### config.mk
export PLATFORM = sky130hd
export DESIGN_NAME = fsir_regs
export DESIGN_NICKNAME = d
export VERILOG_FILES = /design/src/hw/fsir_pkg.sv /design/src/hw/fsir_stat_if.sv /design/src/hw/fsir_regs.sv /design/src/hw/fsir_port_status.sv
export SDC_FILE = /design/constraint.sdc
export NUM_CORES = 1
export LEC_CHECK = 0
export BUFFER_PORTS_ARGS = -buffer_cell sky130_fd_sc_hd__buf_2
export CAP_MARGIN = 20
export CORE_MARGIN = 5
export CORE_UTILIZATION = 48
export DETAILED_ROUTE_END_ITERATION = 12
export GPL_TIMING_DRIVEN = 0
export PLACE_DENSITY = 0.87
export SYNTH_ARGS = -nofsm -noshare
export SYNTH_HDL_FRONTEND = slang
export SYNTH_HIERARCHICAL = 1
export SYNTH_SLANG_ARGS = --single-unit
### constraint.sdc
create_clock -name sys_clk -period 1.3 [get_ports sys_clk]
set_clock_uncertainty 0.15 [all_clocks]
set_input_delay 0.26 -clock sys_clk [delete_from_list [all_inputs] [get_ports sys_clk]]
set_output_delay 0.26 -clock sys_clk [all_outputs]
set_load 0.05 [all_outputs]
### src/hw/fsir_pkg.sv
// Purpose: constants for the forwarding status and interrupt control registers
// Assumes: 8-bit register port behind the serial control bus decoder
// Notes:   offsets, field positions and reset values are defined here; the bench and some checks repeat them as literals

`default_nettype none

package fsir_pkg;

    // ==========================================================
    // register port widths
    localparam int unsigned ADDR_W = 8;
    localparam int unsigned DATA_W = 8;

    // ==========================================================
    // register offsets
    localparam logic [ADDR_W-1:0] OFS_FWD_CTL_LOW  = 8'h20;
    localparam logic [ADDR_W-1:0] OFS_FWD_CTL_SYNC = 8'h21;
    localparam logic [ADDR_W-1:0] OFS_FWD_STATUS   = 8'h22;
    localparam logic [ADDR_W-1:0] OFS_IRQ_CONTROL  = 8'h23;

    // ==========================================================
    // field positions
    localparam int unsigned RR0_BIT    = 0;
    localparam int unsigned RR1_BIT    = 1;
    localparam int unsigned SYNC0_LSB  = 2;
    localparam int unsigned SYNC1_LSB  = 4;
    localparam int unsigned LOCK0_BIT  = 0;
    localparam int unsigned LOCK1_BIT  = 1;
    localparam int unsigned LOST0_BIT  = 2;
    localparam int unsigned LOST1_BIT  = 3;
    localparam int unsigned RX3_EN_BIT = 3;
    localparam int unsigned IE_TX0_BIT = 4;
    localparam int unsigned IE_TX1_BIT = 5;
    localparam int unsigned INT_EN_BIT = 7;

    // ==========================================================
    // reset values
    localparam logic [1:0] RR_RESET   = 2'h3;
    localparam logic [1:0] SYNC_RESET = 2'h0;
    localparam logic       IE_RESET   = 1'b0;

    // ==========================================================
    // synchronized forwarding modes
    typedef enum logic [1:0] {
        FSIR_SYNC_OFF        = 2'h0,
        FSIR_SYNC_BASIC      = 2'h1,
        FSIR_SYNC_INTERLEAVE = 2'h2,
        FSIR_SYNC_CONCAT     = 2'h3
    } fsir_sync_mode_t;

endpackage

`default_nettype wire

### src/hw/fsir_stat_if.sv
// Purpose: carries per-port forwarding status between register top and tracker
// Assumes: both ends on the system clock
// Notes:   bit 0 is output port 0, bit 1 is output port 1

`timescale 1ns/1ps
`default_nettype none

interface fsir_stat_if;
    logic [1:0] mode_active;
    logic [1:0] frame_done;
    logic [1:0] sync_lost;
    logic [1:0] sync_ok;
    logic       clear_flags;
    logic [1:0] lost;
    logic [1:0] locked;

    modport ctrl (
        output mode_active, frame_done, sync_lost, sync_ok, clear_flags,
        input  lost, locked
    );
    modport stat (
        input  mode_active, frame_done, sync_lost, sync_ok, clear_flags,
        output lost, locked
    );
endinterface

`default_nettype wire

### src/hw/fsir_regs.sv
// Purpose: forwarding control, forwarding status and interrupt control registers
// Assumes: register port from serial control bus decoder, engines on sys_clk
// Notes:   read data appears one cycle after the read strobe

`timescale 1ns/1ps
`default_nettype none

module fsir_regs (
    // clock and reset
    input  wire logic                     sys_clk,
    input  wire logic                     reset_n,
    // register port
    input  wire logic [fsir_pkg::ADDR_W-1:0] reg_addr,
    input  wire logic                     reg_wr,
    input  wire logic                     reg_rd,
    input  wire logic [fsir_pkg::DATA_W-1:0] reg_wdata,
    output logic      [fsir_pkg::DATA_W-1:0] reg_rdata,
    output logic                          reg_rvalid,
    // forwarding engines
    input  wire logic [1:0]               frame_done,
    input  wire logic [1:0]               sync_lost,
    input  wire logic [1:0]               sync_ok,
    output logic                          out0_round_robin_enable,
    output logic                          out1_round_robin_enable,
    output logic      [1:0]               out0_sync_mode,
    output logic      [1:0]               out1_sync_mode,
    // interrupt sources and output
    input  wire logic                     tx0_irq_status,
    input  wire logic                     tx1_irq_status,
    input  wire logic                     rx3_irq_status,
    output logic                          irq_pending,
    output logic                          irq_out
);
    import fsir_pkg::*;

    typedef struct packed {
        logic [1:0]        rr;
        logic [1:0]        mode0;
        logic [1:0]        mode1;
        logic              int_en;
        logic              tx1_irq_enable;
        logic              tx0_irq_enable;
        logic              receive_port3_irq_enable;
        logic [DATA_W-1:0] rdata;
        logic              rvalid;
        logic              pending;
        logic              irq;
    } fsir_regs_state_t;

    fsir_regs_state_t s_r;
    fsir_regs_state_t s_nxt;
    logic             rst_meta_r;
    logic             rst_n;
    logic             pend_c;
    logic             wr_low;
    logic             wr_sync;
    logic             wr_irq;

    fsir_stat_if st ();

    function automatic logic hit(input logic [ADDR_W-1:0] a,
                                 input logic [ADDR_W-1:0] ofs);
        hit = (a == ofs);
    endfunction

    // ==========================================================
    // reset release
    // assert is immediate, release waits two clocks to avoid metastable exit
    always_ff @(posedge sys_clk or negedge reset_n) begin
        if (!reset_n) begin
            rst_meta_r <= 1'b0;
            rst_n      <= 1'b0;
        end else begin
            rst_meta_r <= 1'b1;
            rst_n      <= rst_meta_r;
        end
    end

    // ==========================================================
    // status tracker
    assign st.mode_active = {s_r.mode1 != FSIR_SYNC_OFF, s_r.mode0 != FSIR_SYNC_OFF};
    assign st.frame_done  = frame_done;
    assign st.sync_lost   = sync_lost;
    assign st.sync_ok     = sync_ok;
    assign st.clear_flags = reg_rd && hit(reg_addr, OFS_FWD_STATUS);

    fsir_port_status u_status (
        .sys_clk (sys_clk),
        .rst_n   (rst_n),
        .st      (st.stat)
    );

    // ==========================================================
    // register writes and reads
    assign wr_low  = reg_wr && hit(reg_addr, OFS_FWD_CTL_LOW);
    assign wr_sync = reg_wr && hit(reg_addr, OFS_FWD_CTL_SYNC);
    assign wr_irq  = reg_wr && hit(reg_addr, OFS_IRQ_CONTROL);

    assign pend_c = (tx1_irq_status && s_r.tx1_irq_enable)
                 || (tx0_irq_status && s_r.tx0_irq_enable)
                 || (rx3_irq_status && s_r.receive_port3_irq_enable);

    always_comb begin
        s_nxt = s_r;
        if (wr_low) begin
            s_nxt.rr = {reg_wdata[RR1_BIT], reg_wdata[RR0_BIT]};
        end
        // sync mode fields
        // mixing with round-robin is left to software, nothing blocks it here
        if (wr_sync) begin
            s_nxt.mode0 = reg_wdata[SYNC0_LSB +: 2];
            s_nxt.mode1 = reg_wdata[SYNC1_LSB +: 2];
        end
        if (wr_irq) begin
            s_nxt.int_en = reg_wdata[INT_EN_BIT];
            s_nxt.tx1_irq_enable           = reg_wdata[IE_TX1_BIT];
            s_nxt.tx0_irq_enable           = reg_wdata[IE_TX0_BIT];
            s_nxt.receive_port3_irq_enable = reg_wdata[RX3_EN_BIT];
        end
        s_nxt.rvalid = reg_rd;
        s_nxt.rdata  = '0;
        if (reg_rd) begin
            case (reg_addr)
                OFS_FWD_CTL_LOW: begin
                    s_nxt.rdata[RR1_BIT] = s_r.rr[1];
                    s_nxt.rdata[RR0_BIT] = s_r.rr[0];
                end
                OFS_FWD_CTL_SYNC: begin
                    s_nxt.rdata[SYNC1_LSB +: 2] = s_r.mode1;
                    s_nxt.rdata[SYNC0_LSB +: 2] = s_r.mode0;
                end
                OFS_FWD_STATUS: begin
                    // value before the clear lands this same edge
                    s_nxt.rdata[LOST1_BIT] = st.lost[1];
                    s_nxt.rdata[LOST0_BIT] = st.lost[0];
                    s_nxt.rdata[LOCK1_BIT] = st.locked[1];
                    s_nxt.rdata[LOCK0_BIT] = st.locked[0];
                end
                OFS_IRQ_CONTROL: begin
                    s_nxt.rdata[INT_EN_BIT] = s_r.int_en;
                    s_nxt.rdata[IE_TX1_BIT] = s_r.tx1_irq_enable;
                    s_nxt.rdata[IE_TX0_BIT] = s_r.tx0_irq_enable;
                    s_nxt.rdata[RX3_EN_BIT] = s_r.receive_port3_irq_enable;
                end
                default: begin
                    s_nxt.rdata = '0;
                end
            endcase
        end
        s_nxt.pending = pend_c;
        s_nxt.irq = s_r.int_en && pend_c;
    end

    always_ff @(posedge sys_clk or negedge rst_n) begin
        if (!rst_n) begin
            s_r        <= '0;
            s_r.rr     <= RR_RESET;
            s_r.mode0  <= SYNC_RESET;
            s_r.mode1  <= SYNC_RESET;
            s_r.int_en <= IE_RESET;
            s_r.tx1_irq_enable           <= IE_RESET;
            s_r.tx0_irq_enable           <= IE_RESET;
            s_r.receive_port3_irq_enable <= IE_RESET;
        end else begin
            s_r <= s_nxt;
        end
    end

    // ==========================================================
    // outputs
    assign reg_rdata               = s_r.rdata;
    assign reg_rvalid              = s_r.rvalid;
    assign out0_round_robin_enable = s_r.rr[0];
    assign out1_round_robin_enable = s_r.rr[1];
    assign out0_sync_mode          = s_r.mode0;
    assign out1_sync_mode          = s_r.mode1;
    assign irq_pending             = s_r.pending;
    assign irq_out                 = s_r.irq;
endmodule

`default_nettype wire

### src/hw/fsir_port_status.sv
// Purpose: per-port lock status and sticky sync-lost flags
// Assumes: engine strobes are one-cycle pulses on the system clock
// Notes:   flags clear on status read; a new loss in that cycle wins

`timescale 1ns/1ps
`default_nettype none

module fsir_port_status (
    // clock and reset
    input  wire logic sys_clk,
    input  wire logic rst_n,
    // status carrier
    fsir_stat_if.stat st
);
    import fsir_pkg::*;

    typedef struct packed {
        logic [1:0] lost;
        logic [1:0] armed;
        logic [1:0] locked;
    } fsir_ps_state_t;

    fsir_ps_state_t s_r;
    fsir_ps_state_t s_nxt;
    logic [1:0]     lost_set;

    // ==========================================================
    // next state
    always_comb begin
        s_nxt = s_r;
        // arm after frame
        // arming drops with the mode so a re-enable needs a fresh good frame
        s_nxt.armed = st.mode_active & (s_r.armed | st.frame_done);
        lost_set = st.mode_active & s_r.armed & st.sync_lost;
        s_nxt.lost = (st.clear_flags ? 2'h0 : s_r.lost) | lost_set;
        s_nxt.locked = st.mode_active & st.sync_ok;
    end

    always_ff @(posedge sys_clk or negedge rst_n) begin
        if (!rst_n) begin
            s_r <= '0;
        end else begin
            s_r <= s_nxt;
        end
    end

    assign st.lost   = s_r.lost;
    assign st.locked = s_r.locked;
endmodule

`default_nettype wire

# --- Word-level counts from Yosys, hierarchy flattened ---
# Cells that the tools add are included.
word_totals:
  ff_bits: 29
  inputBits: 29
  out_inout_bits: 17
  wordCells: 45
op_classes:
  eq_ne: 4
  n_mux: 7
  bitwise: 6
  reduce_logical: 12
op_table:
  columns: ["operator", "count"]
  rows:
  - ["$eq 8x6->1 const B", 4]
  - ["$and 2x2->2", 4]
  - ["$logic_and 1x1->1", 8]
  - ["$mux 8", 1]
  - ["$pmux 2 s2", 2]
  - ["$or 2x2->2", 2]
  - ["$reduce_bool 2->1", 2]
  - ["$pmux 1 s3", 1]
  - ["$logic_or 1x1->1", 2]
  - ["$mux 2", 1]
  - ["$pmux 1 s2", 1]
  - ["$mux 1", 1]

# --- Logic depth before layout (Yosys ltp) ---
# Gate-level depths: netlist of the first run.
logic_depth:
  word_depth: 4
  mapped_depth: 4
  mapped_depth_nobuf: 4

# --- Modules after synthesis ---
# The synthesis of the first run kept the hierarchy.
by_module_without_submodules:
  columns: ["mod", "instances", "cells_per_inst", "area_per_inst_um2", "seq_area_each_um2"]
  rows:
  - ["fsir_regs", 1, 81, 993.5, 553.0]
  - ["fsir_port_status", 1, 20, 244.0, 150.1]

# --- Worst setup path before layout of the first run ---
# OpenSTA, ideal clock, no wires.
synth_timing:
  path_type: "in2reg"
  startpoint: "input reg_addr[4] in the netlist's numbering"
  endpoint: "register u_status.s_r, in the netlist u_status/st.lost[0]"
  setup_time_ns: 0.131
  t_arrival_ns: 1.242
  t_required_ns: 1.019
  slack_ns: -0.223
  cell_stages: 4
  n_path_buf: 0
  path_cell_list: "nor4b_4 > nand3_1 > nor3b_1 > o21ai_2"
synth_lines:
  columns: ["element", "line", "source"]
  rows:
  - ["start: declaration", "fsir_regs.sv:13", "input wire logic [fsir_pkg::ADDR_W-1:0] reg_addr,"]
  - ["end signal: assignment", "fsir_port_status.sv:43", "s_r <= s_nxt;"]
  - ["end: declaration", "fsir_port_status.sv:23", "fsir_ps_state_t s_r;"]

# --- Worst setup path in the final report of the first run ---
layout_timing:
  startpoint: "register s_r, in the netlist out0_round_robin_enable"
  endpoint: "output out0_round_robin_enable"
layout_lines:
  columns: ["element", "line", "source"]
  rows:
  - ["start: declaration", "fsir_regs.sv:50", "fsir_regs_state_t s_r;"]
  - ["start signal: assignment", "fsir_regs.sv:165", "s_r <= s_nxt;"]
  - ["end: declaration", "fsir_regs.sv:23", "output logic out0_round_robin_enable,"]
# No word-level cell between the ends.

==> run summary, run 1 <==
The run finished, with violations left. The checks that failed: negative hold slack, negative setup slack. The average footprint of a synthesized cell came out at 12.3 µm². The height of the die is 60.8 µm. The internal reg-to-reg setup slack is -20 ps. Setup repair after global routing could not meet its margin everywhere. The number of distinct library cells after synthesis came out at 23. The delay of the slowest cell on the worst path came out at 590 ps. The all-layer global routing usage is 0.152.

The count of TritonRoute iterations in the first routing pass came out at 4. The power per unit of standard cell area is 908 mW/mm². The overall power consumption is 1.66 mW.

In the global route stage, met3 resource usage came out at 0.0298. Synthesis inferred 28 register bits. The critical path is of the reg -> out type. Of the total synthesized cell area, the portion taken by AND, OR, NAND and NOR gates is 0.138. The reported leakage power is 0.928 nW. The total overflow left after global routing is 0.

0 antenna diodes ended up in the layout. The number of nets produced by synthesis came out at 130. The multiplexer share of the synthesized area came out at 0.132.

The DRC violations left came out at 0. OpenSTA, run right after detailed placement, puts the worst setup slack at -428 ps. The wire-length estimate of the detail-placed layout is 1.83 mm. The complex-gate fraction of the synthesized area was 0.0445. The number of setup violations in the final report came out at 11. TritonCTS built the clock tree.

For the worst-skew pair, the clock arrives at the later sink with an insertion delay of 320 ps. The most used flip-flop cell after synthesis is dfrtp_1. The die covers 0.00369 mm². STA classifies the critical path endpoint as a primary output.

After synthesis, the largest family of logic cells by area is simple AND/OR/NAND/NOR gates. The timing startpoint of the critical path is out0_round_robin_enable$_DFFE_PN1P_. The number of buffers created by CTS came out at 3.

The via count of the first global-routing pass came out at 946. The async set or reset register ratio after synthesis is 1.00. The final layout contains 187 nets.

The starting density of the core came out at 0.499. The setup slack of the critical path after layout came out at -170 ps. The startpoint identified for the worst hold timing path is frame_done[0]. The area share of the leading cell type in the synthesized netlist came out at 0.526. After synthesis, the most frequently instantiated cells are dfrtp_1 (26), buf_4 (16), mux2_2 (11), nor2_1 (7). The number of instances in the synthesized netlist is 101. The average wire length per cell after detail routing is 14.7 µm. The number of vias after detailed routing came out at 910. The root cell of the clock tree is clkbuf_4. The combined area of all synthesized cells is 0.00124 mm². The floorplan die width is 60.8 µm.

On the critical path, the stage with the largest delay is an instance of dfstp_2. Counting every sink on the clock net gives 28. Grouping stages by cell kind, the critical path spends the most delay in flip-flops. The required time of the worst setup path came out at 890 ps. The count of buffers inserted at the top-level ports is 42. The clock input transition at the sequential cells of the worst setup and hold paths is 150 ps. The number of slew-limit violations in the final report came to 0. Dividing the final minimum period by the clock period gives 1.13. The maximum clock insertion buffer count is 2. The min-delay analysis places its worst path in the category in -> reg. The startpoint of the worst-slack reg-to-reg timing path is out0_sync_mode[1]$_DFFE_PN0P_. The met2 usage in global routing came out at 0.273. The number of synthesized flops with an enable pin came out at 0.

The post-detailed-route count of antenna-violating nets came out at 0. The number of DRC violations after detailed-routing iteration 0 is 13. The placer's final routability congestion estimate came out at 0.718.

The clock period minus final worst setup slack came out at 1470 ps. In the final layout, the share of cells above drive strength 1 is 0.580. Sorting the synthesized cells by area gives the leading types as dfrtp_1 (53%), mux2_2 (10%), buf_4 (9.7%).

The final layout contains routed wiring with a total length of 2.74 mm. The met1 capacity usage during global routing came out at 0.173. The layer flagged by global routing as most heavily used is met2. The total buffers and inverters traversed by the critical path came out at 1. Traced cell by cell, the critical path runs through buf_8.

The floorplan step defined a core boundary enclosing 0.00248 mm². The largest vdd supply drop is 0.000858 V. The largest fanout on the critical path came out at 2. For this run, the number of Yosys warnings is 6. The final hold slack came out at -2.39 ps.

The initial antenna violation count is 0. The startpoint kind of the worst setup timing path is a register. The H-tree level count came out at 1. The endpoint arrival time on the critical path came out at 1060 ps. The maximum clock rate is 680 MHz. Of the total synthesized cell area, the portion taken by XOR and XNOR cells is 0. Entering global routing, the biggest net connects 27 pins.

The hold violation count in the final report is 1. The adder and majority gate portion of the synthesized area is 0. The leading area contributor after synthesis is dfrtp_1. The first global-routing pass estimated 4.08 mm of wire. The cell with the most instances after synthesis is dfrtp_1. The number of cell rows came out at 18. The top-level port count is 46.

The max-capacitance violation count is 0. The detail-routed via count per cell came out at 4.87. The sequential fraction of the synthesis area is 0.568.

The layout overhead on the synthesized area is 47.6%.
area by class of cell:
type | instances | area [µm²]
sequential | 28 | 703
fill | 166 | 651
timing repair buffer | 60 | 533
multi-input combinational | 53 | 428
buffer | 10 | 81.3
tap | 30 | 37.5
clock buffer | 4 | 36.3
inverter | 2 | 7.51
per-layer routing:
layer	vias to the layer above	share of wire
li1	437	-
met1	426	0.38
met2	41	0.52
met3	6	0.080
met4	0	0.023
met5	-	0
path summary, 6_finish.rpt:
kind	endpoint	cells past startpoint
setup / recovery	out0_round_robin_enable	1
hold / removal	u_status/s_r[2]$_DFF_PN0_	2
setup reg to reg	reg_rdata[3]$_DFF_PN0_	4
hold reg to reg	s_r[13]$_DFFE_PN0P_	1
max in group asynchronous	out1_sync_mode[0]$_DFFE_PN0P_	1
min in group asynchronous	rst_meta_r$_DFF_PN0_	2
metrics by stage:
stage / cells / utilization / instance area (µm²) / hold WS, ps / setup TNS (ps)
floorplan: 101 / - / 1250 / -186 / -1030
global placement: 173 / 0.604 / 1500 / -105 / -4340
detailed placement: 173 / 0.604 / 1500 / -105 / -5140
CTS: 181 / 0.704 / 1740 / 4.95 / -732
global route: 187 / 0.737 / 1830 / -0.435 / -1240
finish: 187 / 0.737 / 1830 / -2.39 / -717
worst reg2reg max path, delay by kind of cell, from the launching register on:
family                 cells  cell delay [ps]
DFF                        1              420
muxes                      1              270
AOI/OAI and AO/OA          1              160
buffers and inverters      1              150
and+or+nand+nor            1               70
state kept, by name (all words and copies together) (netlist names), 2 cells and up:
| signal | flops |
|---|---|
| u_status/st.lost | 2 |
| s_r | 4 |
| u_status/st.locked | 2 |
| reg_rdata | 7 |
| out1_sync_mode | 2 |
| out0_sync_mode | 2 |
| u_status/s_r | 2 |
cells in the final DEF, fill, tap and decap left out, drive strengths merged, types with 4 or more instances in the layout:
cell type	n
nor2	7
mux2i	4
dfrtp	26
nand4	4
mux2	11
buf	64
clkbuf	4
dlygate4sd3	6
and2	4
report_power, final:
group	internal, mW	switching (mW)	total (mW)
combinational	0.160	0.149	0.309
sequential	0.907	0.0227	0.930
clock	0.171	0.248	0.420
repair_timing:
item / in CTS / in global routing
resized for setup: 50 / 4
setup endpoints to repair: 25 / 29
hold buffers: 4 / 2
cloned: 0 / 0
pin swaps: 3 / 2
setup buffers: 8 / 3
endpoints found under the hold margin: 5 / 3
logic make-up after synthesis:
group	Yosys count
AOI/OAI and AO/OA	7
muxes	15
and+or+nand+nor	29
DFF	28
buffers and inverters	20
other	2
No activity file was read; power rests on OpenSTA's default activity.
==> run 2, diff against run 1 <==
BUFFER_PORTS_ARGS = default   (was -buffer_cell sky130_fd_sc_hd__buf_2)
CELL_PAD_IN_SITES_DETAIL_PLACEMENT = 1   (was default)
CELL_PAD_IN_SITES_GLOBAL_PLACEMENT = 1   (was default)
CORE_UTILIZATION = 46   (was 48)
DONT_BUFFER_PORTS = 1   (was default)
PLACE_DENSITY = 0.84   (was 0.87)
==> run summary, run 2 (synthesis results as in run 1) <==
The net count reported at finish came out at 159 (-15%). The max-capacitance violation count came out at 0 (unchanged). The actual transition at the worst max-transition pin came out at 559 ps. The all-layer global routing usage came to 0.179 (+0.0275). The post-detailed-placement half-perimeter wirelength came out at 1.90 mm (+4.0%). The number of DRC violations after detailed-routing iteration 0 is 6 (-7). The via count of the first global-routing pass came out at 927 (-2.0%).

The worst setup path is launched from a register. The detail-routed via count per cell was 5.19 (+6.6%). The wire length of the first global-routing pass is 4.82 mm (+18%).

STA classifies the critical path endpoint as a primary output. The area inside the core boundary is 0.00252 mm² (+1.8%). Setup repair after global routing could not meet its margin everywhere.

The power per unit of standard cell area came out at 984 mW/mm² (+8.4%). The setup slack of the critical path after layout came out at -192 ps (-21.7 ps). The hold violation count in the final report is 4 (+3). The post-detailed-route count of antenna-violating nets is 0 (unchanged). The required time of the worst setup path is 890 ps (about the same). The count of buffers inserted at the top-level ports came out at 0 (-100%). The average wire length per cell after detail routing came out at 19.0 µm (+29%). The number of buffers created by CTS came out at 3 (unchanged). The leading cell type in the layout, fill and taps excluded is dfrtp_1. The global route total overflow came out at 0 (unchanged).

The largest fanout on the critical path came out at 3 (+1). The maximum clock insertion buffer count is 2 (unchanged). The relative max-transition margin is 0.627.

The number of slew-limit violations in the final report is 0 (unchanged). The number of antenna cells inserted is 0 (unchanged). The sequential power share came out at 0.604 (+0.043).

The number of vias after detailed routing came out at 825 (-9.3%). The reported leakage power came to 0.777 nW (-16%). From synthesis to final layout, the design area changed by 32.2%. The number of flip-flops in the largest register came out at 7 (unchanged).

The setup slack at placement is -271 ps (+157 ps). The height of the die came out at 61.9 µm (+1.8%). The post-route fraction of the period consumed by the critical path came to 1.15 (+0.0167).

The clock period minus final worst setup slack is 1490 ps (+21.7 ps). The class of the tightest hold or removal check is in -> reg. The clock insertion delay at the later pin of the skew report is 340 ps (+20 ps).

The maximum clock rate came out at 670 MHz (-1.5%). The overall power consumption came out at 1.61 mW (-3.0%). The flow ran to the end, but the final reports show violations.

The top-level port count is 46 (unchanged). In the layout the commonest cells are dfrtp_1 (22), dlygate4sd3_1 (18), mux2_2 (11), buf_6 (11), buf_4 (10). The design internal power was 1.20 mW (-3.3%). The root buffer cell chosen for the clock tree is clkbuf_4. The H-tree level count is 1 (unchanged). TritonCTS built the clock tree. The DRC violations left came out at 0 (unchanged). The starting density of the core is 0.491 (-0.00892). The checks that failed: negative hold slack, negative setup slack. The area taken by flip-flops and latches is 712 µm² (+1.2%). The floorplan die width is 61.9 µm (+1.8%). The number of setup violations in the final report is 9 (-2).

The clock input transition at the sequential cells of the worst setup and hold paths came out at 140 ps (about the same). The placer's final routability congestion estimate is 0.676 (-5.7%). The number of hold buffers added after CTS came out at 19 (+15). The switching power of the nets is 0.412 mW (-1.8%). The largest vdd supply drop came out at 0.000893 V (+4.1%).

The initial antenna violation count is 0 (unchanged). The final-layout fill cell count is 250 (+51%). The number of clock sinks is 28 (unchanged).

The final hold slack came out at -22.4 ps (-20.0 ps). The detailed-route wire length came out at 3.02 mm (+10%). The endpoint arrival time on the critical path was 1080 ps (+20 ps). The share of final-layout standard cells stronger than drive strength 1 is 0.426 (-0.153). The total die area is 0.00383 mm² (+3.6%). The combined area of the multi-input logic cells was 440 µm² (+2.9%). The number of cell rows is 18 (unchanged). The critical setup path kind is reg -> out. The power share of the combinational group came out at 0.134 (-0.052). The clock group share of total power is 0.262 (+0.009).

The count of TritonRoute iterations in the first routing pass came out at 4 (unchanged). The pin count of the biggest net entering global routing came out at 27 (unchanged). The switching power as a share of total power is 0.256 (+0.00299).
run 2: cell types whose count changed in the layout (fill, tap and decap cells not counted), sizes merged:
cell and delta:
dlymetal6s4s +1, dlygate4sd3 +12, buf -41
run 2: worst paths after layout:
kind / startpoint / endpoint / slack (ps) / depth (start not counted)
max: out0_round_robin_enable$_DFFE_PN1P_ / out0_round_robin_enable / -190 / 0
min: reg_addr[6] / reg_rdata[3]$_DFF_PN0_ / -20 / 3
max reg2reg: out0_sync_mode[1]$_DFFE_PN0P_ / reg_rdata[3]$_DFF_PN0_ / -20 / 4
min reg2reg: rst_n$_DFF_PN0_ / u_status/s_r[3]$_DFF_PN0_ / 120 / 0
max in group asynchronous: reset_n / rst_n$_DFF_PN0_ / 340 / 2
min in group asynchronous: rst_n$_DFF_PN0_ / u_status/s_r[3]$_DFF_PN0_ / 120 / 0
run 2: routing by layer:
metal,GRT usage,routed length [µm]
met4,0.0667,53
met2,0.312,1560
met1,0.217,1150
met3,0.0393,255
met5,0,0
run 2: through the flow:
stage / std cells / hold WS, ps / utilization / TNS, ps / cell area (µm²)
final: 159 / -22.4 / 0.648 / -528 / 1640
after floorplan: 101 / -186 / - / -1030 / 1250
after detailed placement: 131 / -186 / 0.509 / -2720 / 1280
after CTS: 158 / -2.62 / 0.636 / -561 / 1610
after global placement: 131 / -186 / 0.509 / -2450 / 1280
after global routing: 159 / -28.8 / 0.648 / -1190 / 1640
run 2: timing repair:
item | in CTS | in global routing
endpoints found under the setup margin | 16 | 26
buffers inserted | 4 | 1
pin swaps | 1 | 4
cloned | 0 | 0
endpoints found under the hold margin | 27 | 4
resized for setup | 19 | 5
run 2: power groups by stage:
stage | Clock (mW) | Combinational (mW) | Sequential, mW
final | 0.422 | 0.215 | 0.972
after global routing | 0.477 | 0.232 | 0.979
after CTS | 0.437 | 0.205 | 0.971
after detailed placement | 0 | 0.134 | 0.986
after global placement | 0 | 0.128 | 0.984
after floorplan | 0 | 0.118 | 0.975
run 2: layout make-up:
| type | instances | area share |
|---|---|---|
| flip-flops and latches | 28 | 0.435 |
| multi-input cells | 53 | 0.269 |
| repair buffers | 24 | 0.141 |
| plain buffers | 18 | 0.105 |
| well taps | 30 | 0.0230 |
| clock buffers | 4 | 0.0222 |
| inverters | 2 | 0.00459 |
run 2: worst reg2reg max path, stage by stage, from the launching register on:
cell and delay, ps:
dfrtp_1 430, buf_4 150, mux2_2 260, a22oi_2 190, nor2_1 60
==> run 3, diff against run 2 <==
CORE_UTILIZATION = 42   (was 46)
PLACE_DENSITY = 0.82   (was 0.84)
clock period = 1.2 ns   (was 1.3 ns; I/O delays follow)
==> run summary, run 3 (synthesis results as in run 1) <==
The height of the die came out at 64.3 µm (+3.9%). The pin count of the biggest net entering global routing came out at 27 (unchanged). The endpoint arrival time on the critical path was 1070 ps (about the same). The count of TritonRoute iterations in the first routing pass came to 4 (unchanged).

The max-capacitance violation count came out at 0 (unchanged). The DRC violations left is 0 (unchanged). The number of hold buffers added after CTS was 19 (unchanged). The top-level port count was 46 (unchanged). The maximum clock insertion buffer count was 2 (unchanged). The flow ran to the end, but the final reports show violations. The worst hold path belongs to the class in -> reg. The critical path endpoint category is a primary output. The detailed-route wire length is 2.98 mm (-1.4%). The layout overhead on the synthesized area is 36.5%. The setup slack at placement came out at -355 ps (-83.8 ps). The detail-routed via count per cell was 5.13 (-1.1%). The starting density of the core is 0.445 (-0.0457). The initial antenna violation count came out at 1 (+1). The number of standard cells in the final layout excluding fillers came to 164 (+3.1%). The share of final-layout standard cells stronger than drive strength 1 came out at 0.470 (+0.0433). The number of cell rows was 19 (+1).

The leading cell type in the layout, fill and taps excluded is dfrtp_1. The utilization of the core after routing came out at 0.607 (-0.0410). The net count reported at finish came out at 162 (+1.9%). The wire length of the first global-routing pass came to 4.62 mm (-4.1%).

The clock insertion delay at the later pin of the skew report came out at 330 ps (about the same). The largest vdd supply drop is 0.000880 V (-1.4%). The H-tree level count came out at 1 (unchanged). The total die area came out at 0.00413 mm² (+8.0%). The worst setup path is launched from a register.

The final hold slack is -36.2 ps (-13.8 ps). The area inside the core boundary is 0.00278 mm² (+10%). The reported leakage power came out at 0.800 nW (+3.0%). The number of clock sinks is 28 (unchanged). The power per unit of standard cell area was 1050 mW/mm² (+6.7%). The floorplan die width is 64.3 µm (+3.9%). The number of DRC violations after detailed-routing iteration 0 is 9 (+3). The final reports fail on negative hold slack, negative setup slack. The number of flip-flops in the largest register came out at 7 (unchanged). Dividing the final minimum period by the clock period gives 1.21.

The placer's final routability congestion estimate came out at 0.711 (+5.0%). The number of vias after detailed routing came out at 842 (+2.1%). In the layout the commonest cells are dfrtp_1 (22), dlygate4sd3_1 (18), buf_6 (14). The clock period minus final worst setup slack is 1460 ps.

The largest fanout on the critical path came out at 3 (unchanged). The number of slew-limit violations in the final report came out at 0 (unchanged). The clock input transition at the sequential cells of the worst setup and hold paths is 150 ps (about the same). The critical path is of the reg -> out type. The via count of the first global-routing pass came out at 868 (-6.4%).

The actual transition at the worst max-transition pin is 560 ps (+1.43 ps). The relative max-transition margin was 0.626 (-0.000952). Setup repair after global routing could not meet its margin everywhere. The all-layer global routing usage was 0.144 (-0.0348). The cell area after placement came to 0.00129 mm² (+0.29%). The number of buffers created by CTS came to 3 (unchanged).

The number of setup violations in the final report is 23 (+14). The maximum clock rate is 687 MHz. The required time of the worst setup path is 810 ps (-80 ps). The post-detailed-route count of antenna-violating nets came to 0 (unchanged). The setup slack of the critical path after layout is -255 ps (-63.4 ps). The post-detailed-placement half-perimeter wirelength came out at 1.80 mm (-5.3%). The count of buffers inserted at the top-level ports came out at 0 (unchanged). The average wire length per cell after detail routing was 18.2 µm (-4.4%).

The cell area after layout is 0.00169 mm² (+3.3%). TritonCTS built the clock tree. The hold violation count in the final report is 2 (-2). Clock tree synthesis selected as its root buffer the cell clkbuf_4.

The count of placed standard cells including taps came to 132 (+0.76%). The global route total overflow came out at 0 (unchanged).
## run 3: worst paths after layout
| kind | slack, ps | to | depth (start not counted) | start |
|---|---|---|---|---|
| worst max-delay path | -260 | out1_round_robin_enable | 0 | out1_round_robin_enable$_DFFE_PN1P_ |
| worst min-delay path | -40 | reg_rdata[2]$_DFF_PN0_ | 3 | reg_addr[1] |
| worst max register to register | -70 | reg_rdata[3]$_DFF_PN0_ | 4 | out0_sync_mode[1]$_DFFE_PN0P_ |
| worst min register to register | 120 | s_r[11]$_DFFE_PN0P_ | 0 | rst_n$_DFF_PN0_ |
| max in group asynchronous | 260 | rst_n$_DFF_PN0_ | 2 | reset_n |
| min in group asynchronous | 120 | s_r[11]$_DFFE_PN0P_ | 0 | rst_n$_DFF_PN0_ |
## run 3: power breakdown
part	leakage [nW]	internal, mW	switching (mW)
combinational	0.419	0.138	0.109
clock	0.0210	0.186	0.288
sequential	0.360	0.984	0.0683
total	0.800	1.31	0.465
## run 3: per-stage QoR
| step | TNS (ps) | power, mW |
|---|---|---|
| 6_report | -1940 | 1.77 |
| 5_1_grt | -2910 | 1.85 |
| 4_1_cts | -2150 | 1.76 |
| 3_5_place_dp | -5810 | 1.21 |
| 3_3_place_gp | -4040 | 1.21 |
| 2_1_floorplan | -1960 | 1.19 |
## run 3: final cells by class
cell class / instances / area [µm²]
Sequential cell: 28 / 708
Multi-Input combinational cell: 53 / 458
Timing Repair Buffer: 27 / 264
Tap cell: 31 / 38.8
Buffer: 18 / 174
Antenna cell: 1 / 2.50
Clock buffer: 4 / 36.3
Fill cell: 284 / 1090
Inverter: 2 / 7.51
## run 3: per-layer routing
| metal | GRT usage | share of wire |
|---|---|---|
| met1 | 0.176 | 0.40 |
| met2 | 0.249 | 0.51 |
| met3 | 0.0403 | 0.072 |
| met4 | 0.0382 | 0.020 |
| met5 | 0 | 0 |
## run 3: timing repair
action,CTS,global route
buffers inserted,4,4
resized for setup,22,10
setup endpoints to repair,43,33
endpoints found under the hold margin,28,1
gates cloned,0,0
pin swaps,1,4
## run 3: tightest hold or removal path, stage by stage
cell and delay (ps):
nor2b_2 30, a22oi_2 110, nor2_1 50
